## src/logic/cac_pkg.sv

```systemverilog
// constants and types for the compare converter control block
package cac_pkg;
  // bus address width and register indices; byte address is four times the index
  localparam int ADDR_W = 12;
  localparam logic [7:0] CTRL_INDEX = 8'hC8;
  localparam logic [7:0] PINFN_INDEX = 8'hCA;
  localparam logic [ADDR_W-1:0] CTRL_ADDR = ADDR_W'({CTRL_INDEX, 2'b00});
  localparam logic [ADDR_W-1:0] PINFN_ADDR = ADDR_W'({PINFN_INDEX, 2'b00});

  // control register fields
  localparam int ABOVE_BIT = 7;
  localparam int CH_HI_BIT = 6;
  localparam int CH_LO_BIT = 5;
  localparam int START_BIT = 4;
  localparam int REF_HI_BIT = 3;
  localparam int REF_LO_BIT = 0;
  localparam int REF_W = 4;
  localparam int CH_W = 2;
  localparam logic [CH_W-1:0] CH_RESERVED = 2'h0;

  // pin function register fields
  localparam int PIN_N = 3;
  localparam int PIN_HI_BIT = 2;
  localparam int PIN_LO_BIT = 0;

  localparam logic [CH_W-1:0] CH_RESET = 2'h0;
  localparam logic [REF_W-1:0] REF_RESET = 4'h0;
  localparam logic [PIN_N-1:0] PINFN_RESET = 3'h0;
  localparam logic ABOVE_RESET = 1'b0;

  // timing: one machine cycle at the documented 12 MHz oscillator
  localparam int CLK_PERIOD_NS = 8;
  localparam int MACHINE_CYCLE_NS = 1000;
  localparam int MC_CLKS = (MACHINE_CYCLE_NS + CLK_PERIOD_NS - 1) / CLK_PERIOD_NS;
  localparam int MC_CNT_W = 8;
  localparam logic [MC_CNT_W-1:0] MC_LAST = MC_CNT_W'(MC_CLKS - 1);
  localparam int COMPARE_MC = 8;
  localparam int CMP_CNT_W = 4;
  localparam logic [CMP_CNT_W-1:0] CMP_LAST = CMP_CNT_W'(COMPARE_MC - 1);

  localparam logic [1:0] RESP_OKAY = 2'h0;
  localparam logic [1:0] RESP_SLVERR = 2'h2;

  typedef struct packed {
    logic compare_enable;
    logic [CH_W-1:0] channel;
    logic [REF_W-1:0] dac_code;
  } cac_analog_t;

  typedef enum {CAC_IDLE, CAC_BUSY} cac_state_t;
endpackage : cac_pkg

```

## src/logic/cac_top.sv

```systemverilog
// compare converter control: registers, comparison sequencer and shared pin steering
//
// Summary of operation
// - control bit 7 reads 1 when the selected input is above the reference
// - bits 6:5 pick the input: 00 reserved, 01/10/11 route inputs zero/one/two
// - writing 1 to bit 4 starts one comparison; 0 starts nothing
// - bits 3:0 drive the reference DAC code, level is supply/32 times code+1
// - pin function bits 2:0 set each shared pin analog (1) or open-drain port (0)
// - pin function bits 7:3 have no function and read zero
// - a comparison completes 8 machine cycles after its start
// - the start bit clears itself and always reads 0
`timescale 1ns/1ps
module cac_top (
  input wire logic clk,
  input wire logic resetn,
  input wire logic [cac_pkg::ADDR_W-1:0] s_axi_awaddr,
  input wire logic s_axi_awvalid,
  output logic s_axi_awready,
  input wire logic [31:0] s_axi_wdata,
  input wire logic [3:0] s_axi_wstrb,
  input wire logic s_axi_wvalid,
  output logic s_axi_wready,
  output logic [1:0] s_axi_bresp,
  output logic s_axi_bvalid,
  input wire logic s_axi_bready,
  input wire logic [cac_pkg::ADDR_W-1:0] s_axi_araddr,
  input wire logic s_axi_arvalid,
  output logic s_axi_arready,
  output logic [31:0] s_axi_rdata,
  output logic [1:0] s_axi_rresp,
  output logic s_axi_rvalid,
  input wire logic s_axi_rready,
  input wire logic compare_above_in,
  output cac_pkg::cac_analog_t analog_ctrl,
  output logic [cac_pkg::PIN_N-1:0] analog_pin_select,
  input wire logic [cac_pkg::PIN_N-1:0] port_drive_low,
  input wire logic [cac_pkg::PIN_N-1:0] pin_i,
  output logic [cac_pkg::PIN_N-1:0] pin_o,
  output logic [cac_pkg::PIN_N-1:0] pin_oe,
  output logic [cac_pkg::PIN_N-1:0] port_in,
  output logic compare_busy
);
  logic [cac_pkg::CH_W-1:0] channel_select;
  logic [cac_pkg::REF_W-1:0] reference_code;
  logic compare_above_flag;
  logic [cac_pkg::PIN_N-1:0] pin_select;
  cac_pkg::cac_state_t state;
  logic [cac_pkg::MC_CNT_W-1:0] mc_div;
  logic [cac_pkg::CMP_CNT_W-1:0] mc_count;
  logic mc_tick;
  logic compare_done;
  logic wr_take;
  logic rd_take;
  logic start_req;
  logic [cac_pkg::PIN_N:0] synced;

  // address match helper, used by both channels
  function automatic logic is_addr(
    input logic [cac_pkg::ADDR_W-1:0] addr,
    input logic [cac_pkg::ADDR_W-1:0] reg_addr
  );
    return addr == reg_addr;
  endfunction : is_addr

  // comparator output and port pins arrive from outside the clock domain
  cac_sync3 #(
    .WIDTH(cac_pkg::PIN_N + 1)
  ) u_sync (
    .clk(clk),
    .resetn(resetn),
    .async_in({pin_i, compare_above_in}),
    .level(synced)
  );

  // write channel: address and data taken together, one response outstanding
  assign wr_take = s_axi_awvalid && s_axi_wvalid && !s_axi_bvalid;
  assign s_axi_awready = wr_take;
  assign s_axi_wready = wr_take;
  assign rd_take = s_axi_arvalid && !s_axi_rvalid;
  assign s_axi_arready = rd_take;

  assign start_req = wr_take && s_axi_wstrb[0]
    && is_addr(s_axi_awaddr, cac_pkg::CTRL_ADDR)
    && s_axi_wdata[cac_pkg::START_BIT];

  always_ff @(posedge clk or negedge resetn) begin
    if (!resetn) begin
      s_axi_bvalid <= 1'b0;
      s_axi_bresp <= cac_pkg::RESP_OKAY;
    end else if (wr_take) begin
      s_axi_bvalid <= 1'b1;
      if (is_addr(s_axi_awaddr, cac_pkg::CTRL_ADDR)
          || is_addr(s_axi_awaddr, cac_pkg::PINFN_ADDR)) begin
        s_axi_bresp <= cac_pkg::RESP_OKAY;
      end else begin
        s_axi_bresp <= cac_pkg::RESP_SLVERR;
      end
    end else if (s_axi_bready) begin
      s_axi_bvalid <= 1'b0;
    end
  end

  // control register fields
  always_ff @(posedge clk or negedge resetn) begin
    if (!resetn) begin
      channel_select <= cac_pkg::CH_RESET;
      reference_code <= cac_pkg::REF_RESET;
    end else if (wr_take && s_axi_wstrb[0] && is_addr(s_axi_awaddr, cac_pkg::CTRL_ADDR)) begin
      channel_select <= s_axi_wdata[cac_pkg::CH_HI_BIT:cac_pkg::CH_LO_BIT];
      reference_code <= s_axi_wdata[cac_pkg::REF_HI_BIT:cac_pkg::REF_LO_BIT];
    end
  end

  // pin function register; upper bits are not stored
  always_ff @(posedge clk or negedge resetn) begin
    if (!resetn) begin
      pin_select <= cac_pkg::PINFN_RESET;
    end else if (wr_take && s_axi_wstrb[0] && is_addr(s_axi_awaddr, cac_pkg::PINFN_ADDR)) begin
      pin_select <= s_axi_wdata[cac_pkg::PIN_HI_BIT:cac_pkg::PIN_LO_BIT];
    end
  end

  // machine cycle divider, realigned at each start
  assign mc_tick = (mc_div == cac_pkg::MC_LAST);

  always_ff @(posedge clk or negedge resetn) begin
    if (!resetn) begin
      mc_div <= '0;
    end else if (start_req || mc_tick) begin
      mc_div <= '0;
    end else begin
      mc_div <= mc_div + 1'b1;
    end
  end

  // comparison sequencer; a new start restarts a running comparison
  assign compare_done = (state == cac_pkg::CAC_BUSY) && mc_tick
    && (mc_count == cac_pkg::CMP_LAST);

  always_ff @(posedge clk or negedge resetn) begin
    if (!resetn) begin
      state <= cac_pkg::CAC_IDLE;
      mc_count <= '0;
    end else begin
      case (state)
        cac_pkg::CAC_IDLE: begin
          if (start_req) begin
            state <= cac_pkg::CAC_BUSY;
            mc_count <= '0;
          end
        end
        cac_pkg::CAC_BUSY: begin
          if (start_req) begin
            mc_count <= '0;
          end else if (compare_done) begin
            state <= cac_pkg::CAC_IDLE;
            mc_count <= '0;
          end else if (mc_tick) begin
            mc_count <= mc_count + 1'b1;
          end
        end
        default: begin
          state <= cac_pkg::CAC_IDLE;
          mc_count <= '0;
        end
      endcase
    end
  end

  // result latched only when a comparison completes
  always_ff @(posedge clk or negedge resetn) begin
    if (!resetn) begin
      compare_above_flag <= cac_pkg::ABOVE_RESET;
    end else if (compare_done && !start_req) begin
      compare_above_flag <= synced[0];
    end
  end

  // read channel
  always_ff @(posedge clk or negedge resetn) begin
    if (!resetn) begin
      s_axi_rvalid <= 1'b0;
      s_axi_rdata <= 32'h0000_0000;
      s_axi_rresp <= cac_pkg::RESP_OKAY;
    end else if (rd_take) begin
      s_axi_rvalid <= 1'b1;
      s_axi_rdata <= 32'h0000_0000;
      s_axi_rresp <= cac_pkg::RESP_OKAY;
      if (is_addr(s_axi_araddr, cac_pkg::CTRL_ADDR)) begin
        s_axi_rdata[cac_pkg::ABOVE_BIT] <= compare_above_flag;
        s_axi_rdata[cac_pkg::CH_HI_BIT:cac_pkg::CH_LO_BIT] <= channel_select;
        s_axi_rdata[cac_pkg::START_BIT] <= 1'b0;
        s_axi_rdata[cac_pkg::REF_HI_BIT:cac_pkg::REF_LO_BIT] <= reference_code;
      end else if (is_addr(s_axi_araddr, cac_pkg::PINFN_ADDR)) begin
        s_axi_rdata[cac_pkg::PIN_HI_BIT:cac_pkg::PIN_LO_BIT] <= pin_select;
      end else begin
        s_axi_rresp <= cac_pkg::RESP_SLVERR;
      end
    end else if (s_axi_rready) begin
      s_axi_rvalid <= 1'b0;
    end
  end

  // analog front end steering; reserved channel routes nothing
  assign analog_ctrl.compare_enable = (state == cac_pkg::CAC_BUSY)
    && (channel_select != cac_pkg::CH_RESERVED);
  assign analog_ctrl.channel = channel_select;
  assign analog_ctrl.dac_code = reference_code;
  assign compare_busy = (state == cac_pkg::CAC_BUSY);

  // shared pins: analog input, or open-drain port line pulling low only
  assign analog_pin_select = pin_select;
  assign pin_o = '0;
  assign pin_oe = port_drive_low & ~pin_select;

  always_ff @(posedge clk or negedge resetn) begin
    if (!resetn) begin
      port_in <= '0;
    end else begin
      port_in <= synced[cac_pkg::PIN_N:1] | pin_select;
    end
  end
endmodule : cac_top

```

## src/logic/cac_sync3.sv

```systemverilog
// three-stage input synchroniser that accepts a change once stages two and three agree
`timescale 1ns/1ps
module cac_sync3 #(
  parameter int WIDTH = 1
) (
  input wire logic clk,
  input wire logic resetn,
  input wire logic [WIDTH-1:0] async_in,
  output logic [WIDTH-1:0] level
);
  logic [WIDTH-1:0] stage1;
  logic [WIDTH-1:0] stage2;
  logic [WIDTH-1:0] stage3;

  always_ff @(posedge clk or negedge resetn) begin
    if (!resetn) begin
      stage1 <= '0;
      stage2 <= '0;
      stage3 <= '0;
    end else begin
      stage1 <= async_in;
      stage2 <= stage1;
      stage3 <= stage2;
    end
  end

  genvar i;
  generate
    for (i = 0; i < WIDTH; i++) begin : g_bit
      always_ff @(posedge clk or negedge resetn) begin
        if (!resetn) begin
          level[i] <= 1'b0;
        end else if (stage2[i] == stage3[i]) begin
          level[i] <= stage3[i];
        end
      end
    end
  endgenerate
endmodule : cac_sync3

```

## config.mk

```make
export PLATFORM = sky130hd
export DESIGN_NAME = cac_top
export DESIGN_NICKNAME = d
export VERILOG_FILES = /design/src/logic/cac_pkg.sv /design/src/logic/cac_top.sv /design/src/logic/cac_sync3.sv
export SDC_FILE = /design/constraint.sdc
export NUM_CORES = 1
export LEC_CHECK = 0
export BUFFER_PORTS_ARGS = -buffer_cell sky130_fd_sc_hd__buf_2
export CAP_MARGIN = 20
export CORE_UTILIZATION = 48
export CTS_CLUSTER_SIZE = 14
export DETAILED_ROUTE_END_ITERATION = 10
export HOLD_SLACK_MARGIN = 0.1
export PLACE_DENSITY = 0.86
export SLEW_MARGIN = 20
export SYNTH_ARGS = -nofsm -noshare
export SYNTH_HDL_FRONTEND = slang
export SYNTH_HIERARCHICAL = 1
export SYNTH_SLANG_ARGS = --single-unit
```

## constraint.sdc

```tcl
create_clock -name clk -period 4.9 [get_ports clk]
set_input_delay 1.225 -clock clk [delete_from_list [all_inputs] [get_ports clk]]
set_output_delay 1.225 -clock clk [all_outputs]
set_load 0.05 [all_outputs]
```

==> results.py, run 1 <==
metrics = {
    "final_layout": {
        "area.growth.synth_to_final_pct": 17.4,
        "regArea_mm2": 0.00133,
        "multi_input_area_um2": 951,
        "drive_gt1_share_pct": 37.9,
        "most-common-layout-cells": "75 x buf_2, 53 x dfrtp_1, 30 x conb_1",
        "fillerInstances": 399,
        "mostFrequentLayoutCell": "buf_2",
        "fin_nets": 363,
        "n_antenna_cell": 0,
    },
    "setup_path": {
        "crit_required_ns": 5.14,
        "setup.worst_path.start_class": "input port",
        "cp.arrival_ns": 3.91,
        "crit_fanout": 8,
        "path_class": "in -> reg",
        "cp-end-kind": "register",
    },
    "outcome": {
        "status": "finished clean",
    },
    "pwr": {
        "finalPower_uw": 955,
        "p_per_area_mw_per_mm2": 332,
        "peakVddDrop_v": 0.000249,
        "leakagePower_nw": 1.51,
    },
    "global_routing": {
        "grt_max_degree": 54,
        "grt_use_total_pct": 17.8,
        "grt_pass1_vias": 1561,
        "antenna_found_initial": 0,
        "grt.overflow.total": 0,
        "grt_pass1_wl_um": 7070,
    },
    "sta": {
        "tightest_slew_ns": 0.634,
        "maxSlewViolCount": 0,
        "setup_ws_ns": 1.24,
        "rsz0062_at_grt": "false",
        "tns_ns": 0,
        "fin_crit_ns": 3.66,
        "fin_crit_sh_pct": 74.7,
        "fmax_mhz": 273,
        "finalHoldViolations": 0,
        "fin_skew_ns": 0.00614,
        "maxSlewHeadroom_pct": 57.7,
        "setup_viol": 0,
    },
    "clock_tree": {
        "cts_root_buf": "clkbuf_8",
        "h-tree-depth": 2,
        "cts.sinks": 53,
        "cts_tree": "done",
        "cts_resized": 0,
        "postCtsSetupBuffers": 0,
        "insertion_delay_ns": 0.31,
        "ctsHoldBuffers": 0,
        "clk_path_buf_depth": 2,
        "cts_buffers": 5,
        "clk_pin_slew_worst_paths_ns": 0.10,
    },
    "drt": {
        "viasPerCell": 4.77,
        "drt-wirelength-per-cell_um": 12.5,
        "first_iter_violations": 95,
        "wl_um": 4400,
        "ant_nets": 0,
        "vias": 1680,
        "firstDrtPassIters": 4,
        "drc": 0,
    },
    "synth": {
        "yosys_warnings": 6,
        "synth_top_area_share_pct": 54.1,
        "syn_inst": 205,
        "synth-seq-cells": 53,
        "synth_area_leaders": "dfrtp_1 54%, buf_4 9.5%, mux2_4 3.7%",
        "avgSynthCellArea_um2": 12.0,
        "synth.largest_area_cell": "dfrtp_1",
        "synth.cell_area_mm2": 0.00245,
        "ys_seq_area_share_pct": 54.1,
        "synth_cell_types": 41,
    },
    "die": {
        "chipHeight_um": 73.4,
        "core_mm2": 0.00482,
        "io_pins": 135,
        "row_count": 25,
        "dieWidth_um": 73.4,
        "initial_utilization_pct": 50.9,
        "dieArea_mm2": 0.00539,
    },
    "placement": {
        "place_ws_ns": 0.995,
        "routabilityCongestion": 0.782,
        "hpwlAfterDp_um": 3350,
        "portBuffers": 76,
    },
    "worst_hold_path": {
        "hold_path.class": "reg -> reg",
    },
    "run": {
        "cap_violations": 0,
    },
}
state kept, by name, indices dropped and copies added, names as in the netlist, 4 cells and up:
register and flops:
u_sync/stage3 4, u_sync/stage2 4, u_sync/stage1 4, u_sync/level 4, s_axi_rdata 7, mc_count 4
reference_code 4, mc_div 8
cell usage after synthesis:
master	count
dfrtp_1	53
a21oi_1	2
nand4_2	1
conb_1	1
and4b_1	2
nand3b_1	2
a21boi_0	1
mux2i_1	3
clkbuf_1	1
mux2_4	6
a31oi_1	1
o21ai_0	9
buf_6	1
and2_1	2
nor4_4	1
xnor2_1	3
nand4_1	1
a32o_1	3
a31o_2	1
buf_4	31
a22o_1	5
nor3_1	1
or4_4	1
and3b_1	1
and4_1	1
nor4_1	1
nand2_1	11
xor2_1	2
maj3_2	4
o21a_1	1
or4b_4	1
inv_1	9
nor2_1	14
ha_1	5
nor2b_1	3
mux2_2	5
nand2b_1	2
nand3_1	5
nor3b_1	2
or2_2	4
nor4bb_1	2
cells by family (layout without fill, tap and decap cells):
| kind of cell | Yosys count | count (layout) | share of synthesized area (%) |
|---|---|---|---|
| AND/OR/NAND/NOR | 58 | 58 | 14.4 |
| flip-flops | 53 | 53 | 54.1 |
| buffers and inverters | 42 | 93 | 11.5 |
| AO/OA/AOI/OAI | 23 | 23 | 6.49 |
| multiplexers | 14 | 14 | 7.20 |
| adder cells (fa/ha/maj) | 9 | 9 | 4.39 |
| XOR/XNOR | 5 | 5 | 1.79 |
| other | 1 | 30 | 0.153 |
through the flow:
step	hold WS, ns	instance area [um^2]	instances	util (%)
finish	0.358	2880	352	59.7
global route	0.371	2880	352	59.7
CTS	0.359	2870	352	59.6
detailed placement	0.335	2780	344	57.6
global placement	0.331	2780	344	57.6
floorplan	0.331	2560	234	-
cell type report:
cell class	count	area share, %
clock buffers	5	2.39
well taps	67	2.92
flip-flops and latches	53	46.1
multi-input cells	139	33.1
inverters	9	1.17
clock inverters	3	1.00
repair buffers	76	13.3
metal layers:
metal	GRT usage [%]	up-vias	wire length (um)
met5	0	-	0
met4	8.55	0	98
met3	3.57	8	241
met2	31.5	77	2250
met1	20.6	793	1820
li1	-	802	-
where the power goes:
part / switching (mW) / internal [mW] / leakage, nW
clock: 0.153 / 0.107 / 0.0506
combinational: 0.133 / 0.0560 / 0.800
sequential: 0.0309 / 0.474 / 0.660
critical path: stages:
cell,delay (ns)
buf_2,0.10
or4b_4,0.54
nor4_4,0.44
nand2_1,0.30
ha_1,0.29
nor4bb_1,0.28
a21oi_1,0.24
o21ai_0,0.29
a32o_1,0.21
final timing paths:
| check | from | endpoint | slack [ns] | cells after the start |
|---|---|---|---|---|
| min in group asynchronous | resetn | u_sync/stage3[3] | 0.93 | 1 |
| max in group asynchronous | resetn | mc_count[3] | 3.55 | 1 |
| worst min register to register | u_sync/stage1[2] | u_sync/stage2[2] | 0.36 | 0 |
| worst max-delay path | s_axi_awaddr[1] | mc_count[2] | 1.24 | 9 |
| worst max register to register | s_axi_bvalid | mc_count[2] | 2.25 | 9 |
| worst min-delay path | u_sync/stage1[2] | u_sync/stage2[2] | 0.36 | 0 |
(Power assumes the default switching activity.)
==> inputs of run 2 (changes only) <==
--- a/config.mk
+++ b/config.mk
@@ -5,13 +5,14 @@
 export SDC_FILE = /design/constraint.sdc
 export NUM_CORES = 1
 export LEC_CHECK = 0
+export ABC_AREA = 1
 export BUFFER_PORTS_ARGS = -buffer_cell sky130_fd_sc_hd__buf_2
 export CAP_MARGIN = 20
-export CORE_UTILIZATION = 48
+export CORE_UTILIZATION = 46
 export CTS_CLUSTER_SIZE = 14
 export DETAILED_ROUTE_END_ITERATION = 10
 export HOLD_SLACK_MARGIN = 0.1
-export PLACE_DENSITY = 0.86
+export PLACE_DENSITY = 0.8
 export SLEW_MARGIN = 20
 export SYNTH_ARGS = -nofsm -noshare
 export SYNTH_HDL_FRONTEND = slang
==> constraint.sdc (replaced) <==
create_clock -name clk -period 3.75 [get_ports clk]
set_input_delay 0.9375 -clock clk [delete_from_list [all_inputs] [get_ports clk]]
set_output_delay 0.9375 -clock clk [all_outputs]
set_load 0.05 [all_outputs]
==> results.py, run 2 <==
metrics = {
    "outcome": {
        "status": "finished clean",
    },
    "worst_hold_path": {
        "hold_path.class": "reg -> reg",
        "hold_depth": 0,
    },
    "synth": {
        "ys.flop_type": "dfrtp_1",
        "ys_seq_area_share_pct": 49.3,
        "yosysMostFrequentCell": "nand2_1",
        "synth_area_leaders": "dfrtp_1 49%, nand2_1 8.8%, buf_4 8.7%",
        "avgSynthCellArea_um2": 8.93,
        "yosys_warnings": 6,
        "async_flop_share_pct": 100,
        "synth.cell_area_mm2": 0.00269,
        "synth_common_cells": "63 x nand2_1, 53 x dfrtp_1, 33 x inv_1, 33 x nor2_1, 31 x buf_4",
        "synth_edf_count": 0,
        "synth_top_area_share_pct": 49.3,
        "syn_inst": 301,
        "synth-seq-cells": 53,
        "synth.largest_area_cell": "dfrtp_1",
        "synth_cell_types": 31,
    },
    "setup_path": {
        "crit_buf_inv": 3,
        "cp-end-kind": "primary output",
        "crit_chain": "buf_2, nand2_2, clkinv_1, buf_2",
        "cp_common_cell": "buf_2",
        "cpLargestDelayFamily": "buffers and inverters",
        "crit_required_ns": 2.81,
        "reg2reg_depth": 10,
        "cp.depth": 4,
        "critPathMaxStageDelay_ns": 0.29,
        "path_class": "in -> out",
        "crit_fanout": 10,
        "cp.arrival_ns": 1.73,
        "setup.worst_path.start_class": "input port",
        "critPathSlowestCell": "buf_2",
    },
    "die": {
        "core_mm2": 0.00557,
        "initial_utilization_pct": 48.2,
        "chipHeight_um": 78.5,
        "dieArea_mm2": 0.00616,
        "row_count": 27,
        "dieWidth_um": 78.5,
        "io_pins": 135,
    },
    "final_layout": {
        "area.growth.synth_to_final_pct": 15.9,
        "drive_gt1_share_pct": 30.3,
        "fin_nets": 461,
        "fillerInstances": 516,
        "mostFrequentLayoutCell": "buf_2",
        "top_register": "mc_div",
        "most-common-layout-cells": "76 x buf_2, 63 x nand2_1, 53 x dfrtp_1",
        "postLayoutCellArea_mm2": 0.00312,
        "largest_reg_flops": 8,
        "reg.largest.list": "mc_div (8), s_axi_rdata (7)",
        "multi_input_area_mm2": 0.00110,
        "fin_util_pct": 55.9,
        "regArea_mm2": 0.00133,
        "n_antenna_cell": 0,
    },
    "run": {
        "cap_violations": 0,
    },
    "clock_tree": {
        "insertion_delay_ns": 0.30,
        "cts_tree": "done",
        "clk_path_buf_depth": 2,
        "cts.sinks": 53,
        "postCtsSetupBuffers": 0,
        "cts_buffers": 5,
        "cts_resized": 0,
        "cts_root_buf": "clkbuf_8",
        "clk_pin_slew_worst_paths_ns": 0.08,
        "h-tree-depth": 2,
        "ctsHoldBuffers": 0,
    },
    "drt": {
        "wl_um": 4670,
        "viasPerCell": 4.47,
        "drc": 0,
        "vias": 2035,
        "ant_nets": 0,
        "first_iter_violations": 78,
        "drt-wirelength-per-cell_um": 10.3,
        "firstDrtPassIters": 4,
    },
    "pwr": {
        "p_per_area_mw_per_mm2": 389,
        "leakagePower_nw": 1.77,
        "peakVddDrop_v": 0.000264,
        "finalPower_mw": 1.21,
    },
    "sta": {
        "setup_viol": 0,
        "tightest_slew_ns": 0.685,
        "fin_skew_ns": 0.00730,
        "fmax_mhz": 375,
        "fin_crit_ns": 2.67,
        "tns_ns": 0,
        "maxSlewHeadroom_pct": 54.3,
        "rsz0062_at_grt": "false",
        "hold_ws_ns": 0.353,
        "fin_crit_sh_pct": 71.1,
        "finalHoldViolations": 0,
        "maxSlewViolCount": 0,
    },
    "global_routing": {
        "grt_pass1_vias": 1844,
        "grtUsageMet2_pct": 28.9,
        "grt.overflow.total": 0,
        "antenna_found_initial": 0,
        "grt_use_met1_pct": 18.9,
        "gr-usage-met3_pct": 3.95,
        "grt_pass1_wl_um": 7820,
        "busiest_layer": "met2",
        "grt_use_total_pct": 16.1,
        "grt_max_degree": 32,
    },
    "placement": {
        "portBuffers": 76,
        "routabilityCongestion": 0.805,
        "dpl_cell_area_mm2": 0.00303,
        "hpwlAfterDp_um": 3630,
    },
}
[run 2: routing by layer]
layer / vias to the layer above / part of all wire, %
li1: 1039 / -
met1: 921 / 43
met2: 66 / 50
met3: 9 / 5.4
met4: 0 / 1.6
met5: - / 0
[run 2: final timing paths]
| path | start | to | slack (ns) |
|---|---|---|---|
| max in group asynchronous | resetn | u_sync/level[2] | 2.33 |
| hold / removal | u_sync/stage1[1] | u_sync/stage2[1] | 0.35 |
| setup reg to reg | s_axi_bvalid | mc_count[0] | 2.09 |
| hold reg to reg | u_sync/stage1[1] | u_sync/stage2[1] | 0.35 |
| setup / recovery | s_axi_arvalid | s_axi_arready | 1.08 |
| min in group asynchronous | resetn | mc_div[1] | 0.67 |
[run 2: cell type report]
class,count,share of cell area [%]
inverter,35,4.22
tap,72,2.89
clock inverter,1,0.241
sequential,53,42.6
multi-input combinational,210,35.2
clock buffer,7,2.45
timing repair buffer,77,12.4
[run 2: power by group]
| group | leakage (nW) | switching, mW | internal (mW) | total [mW] |
|---|---|---|---|---|
| Clock | 0.0385 | 0.177 | 0.132 | 0.309 |
| Combinational | 1.06 | 0.195 | 0.0625 | 0.257 |
| Sequential | 0.672 | 0.0316 | 0.613 | 0.645 |
| Total | 1.77 | 0.403 | 0.808 | 1.21 |
[run 2: stage by stage]
stage               cells  worst slack (ns)
finish                455              1.08
global route          455              1.02
CTS                   455              1.08
detailed placement    447              1.08
global placement      447              1.08
floorplan             330              1.12
[run 2: cell families (layout without fill, tap and decap cells)]
family | count (synthesis) | count (layout) | synth area share, %
AOI/OAI and AO/OA | 16 | 16 | 3.96
xor gates and xnor gates | 7 | 7 | 2.28
adders and majority gates | 5 | 5 | 2.33
buffers and inverters | 67 | 120 | 14.0
DFF | 53 | 53 | 49.3
other | 1 | 30 | 0.139
and+or+nand+nor | 152 | 152 | 28.0
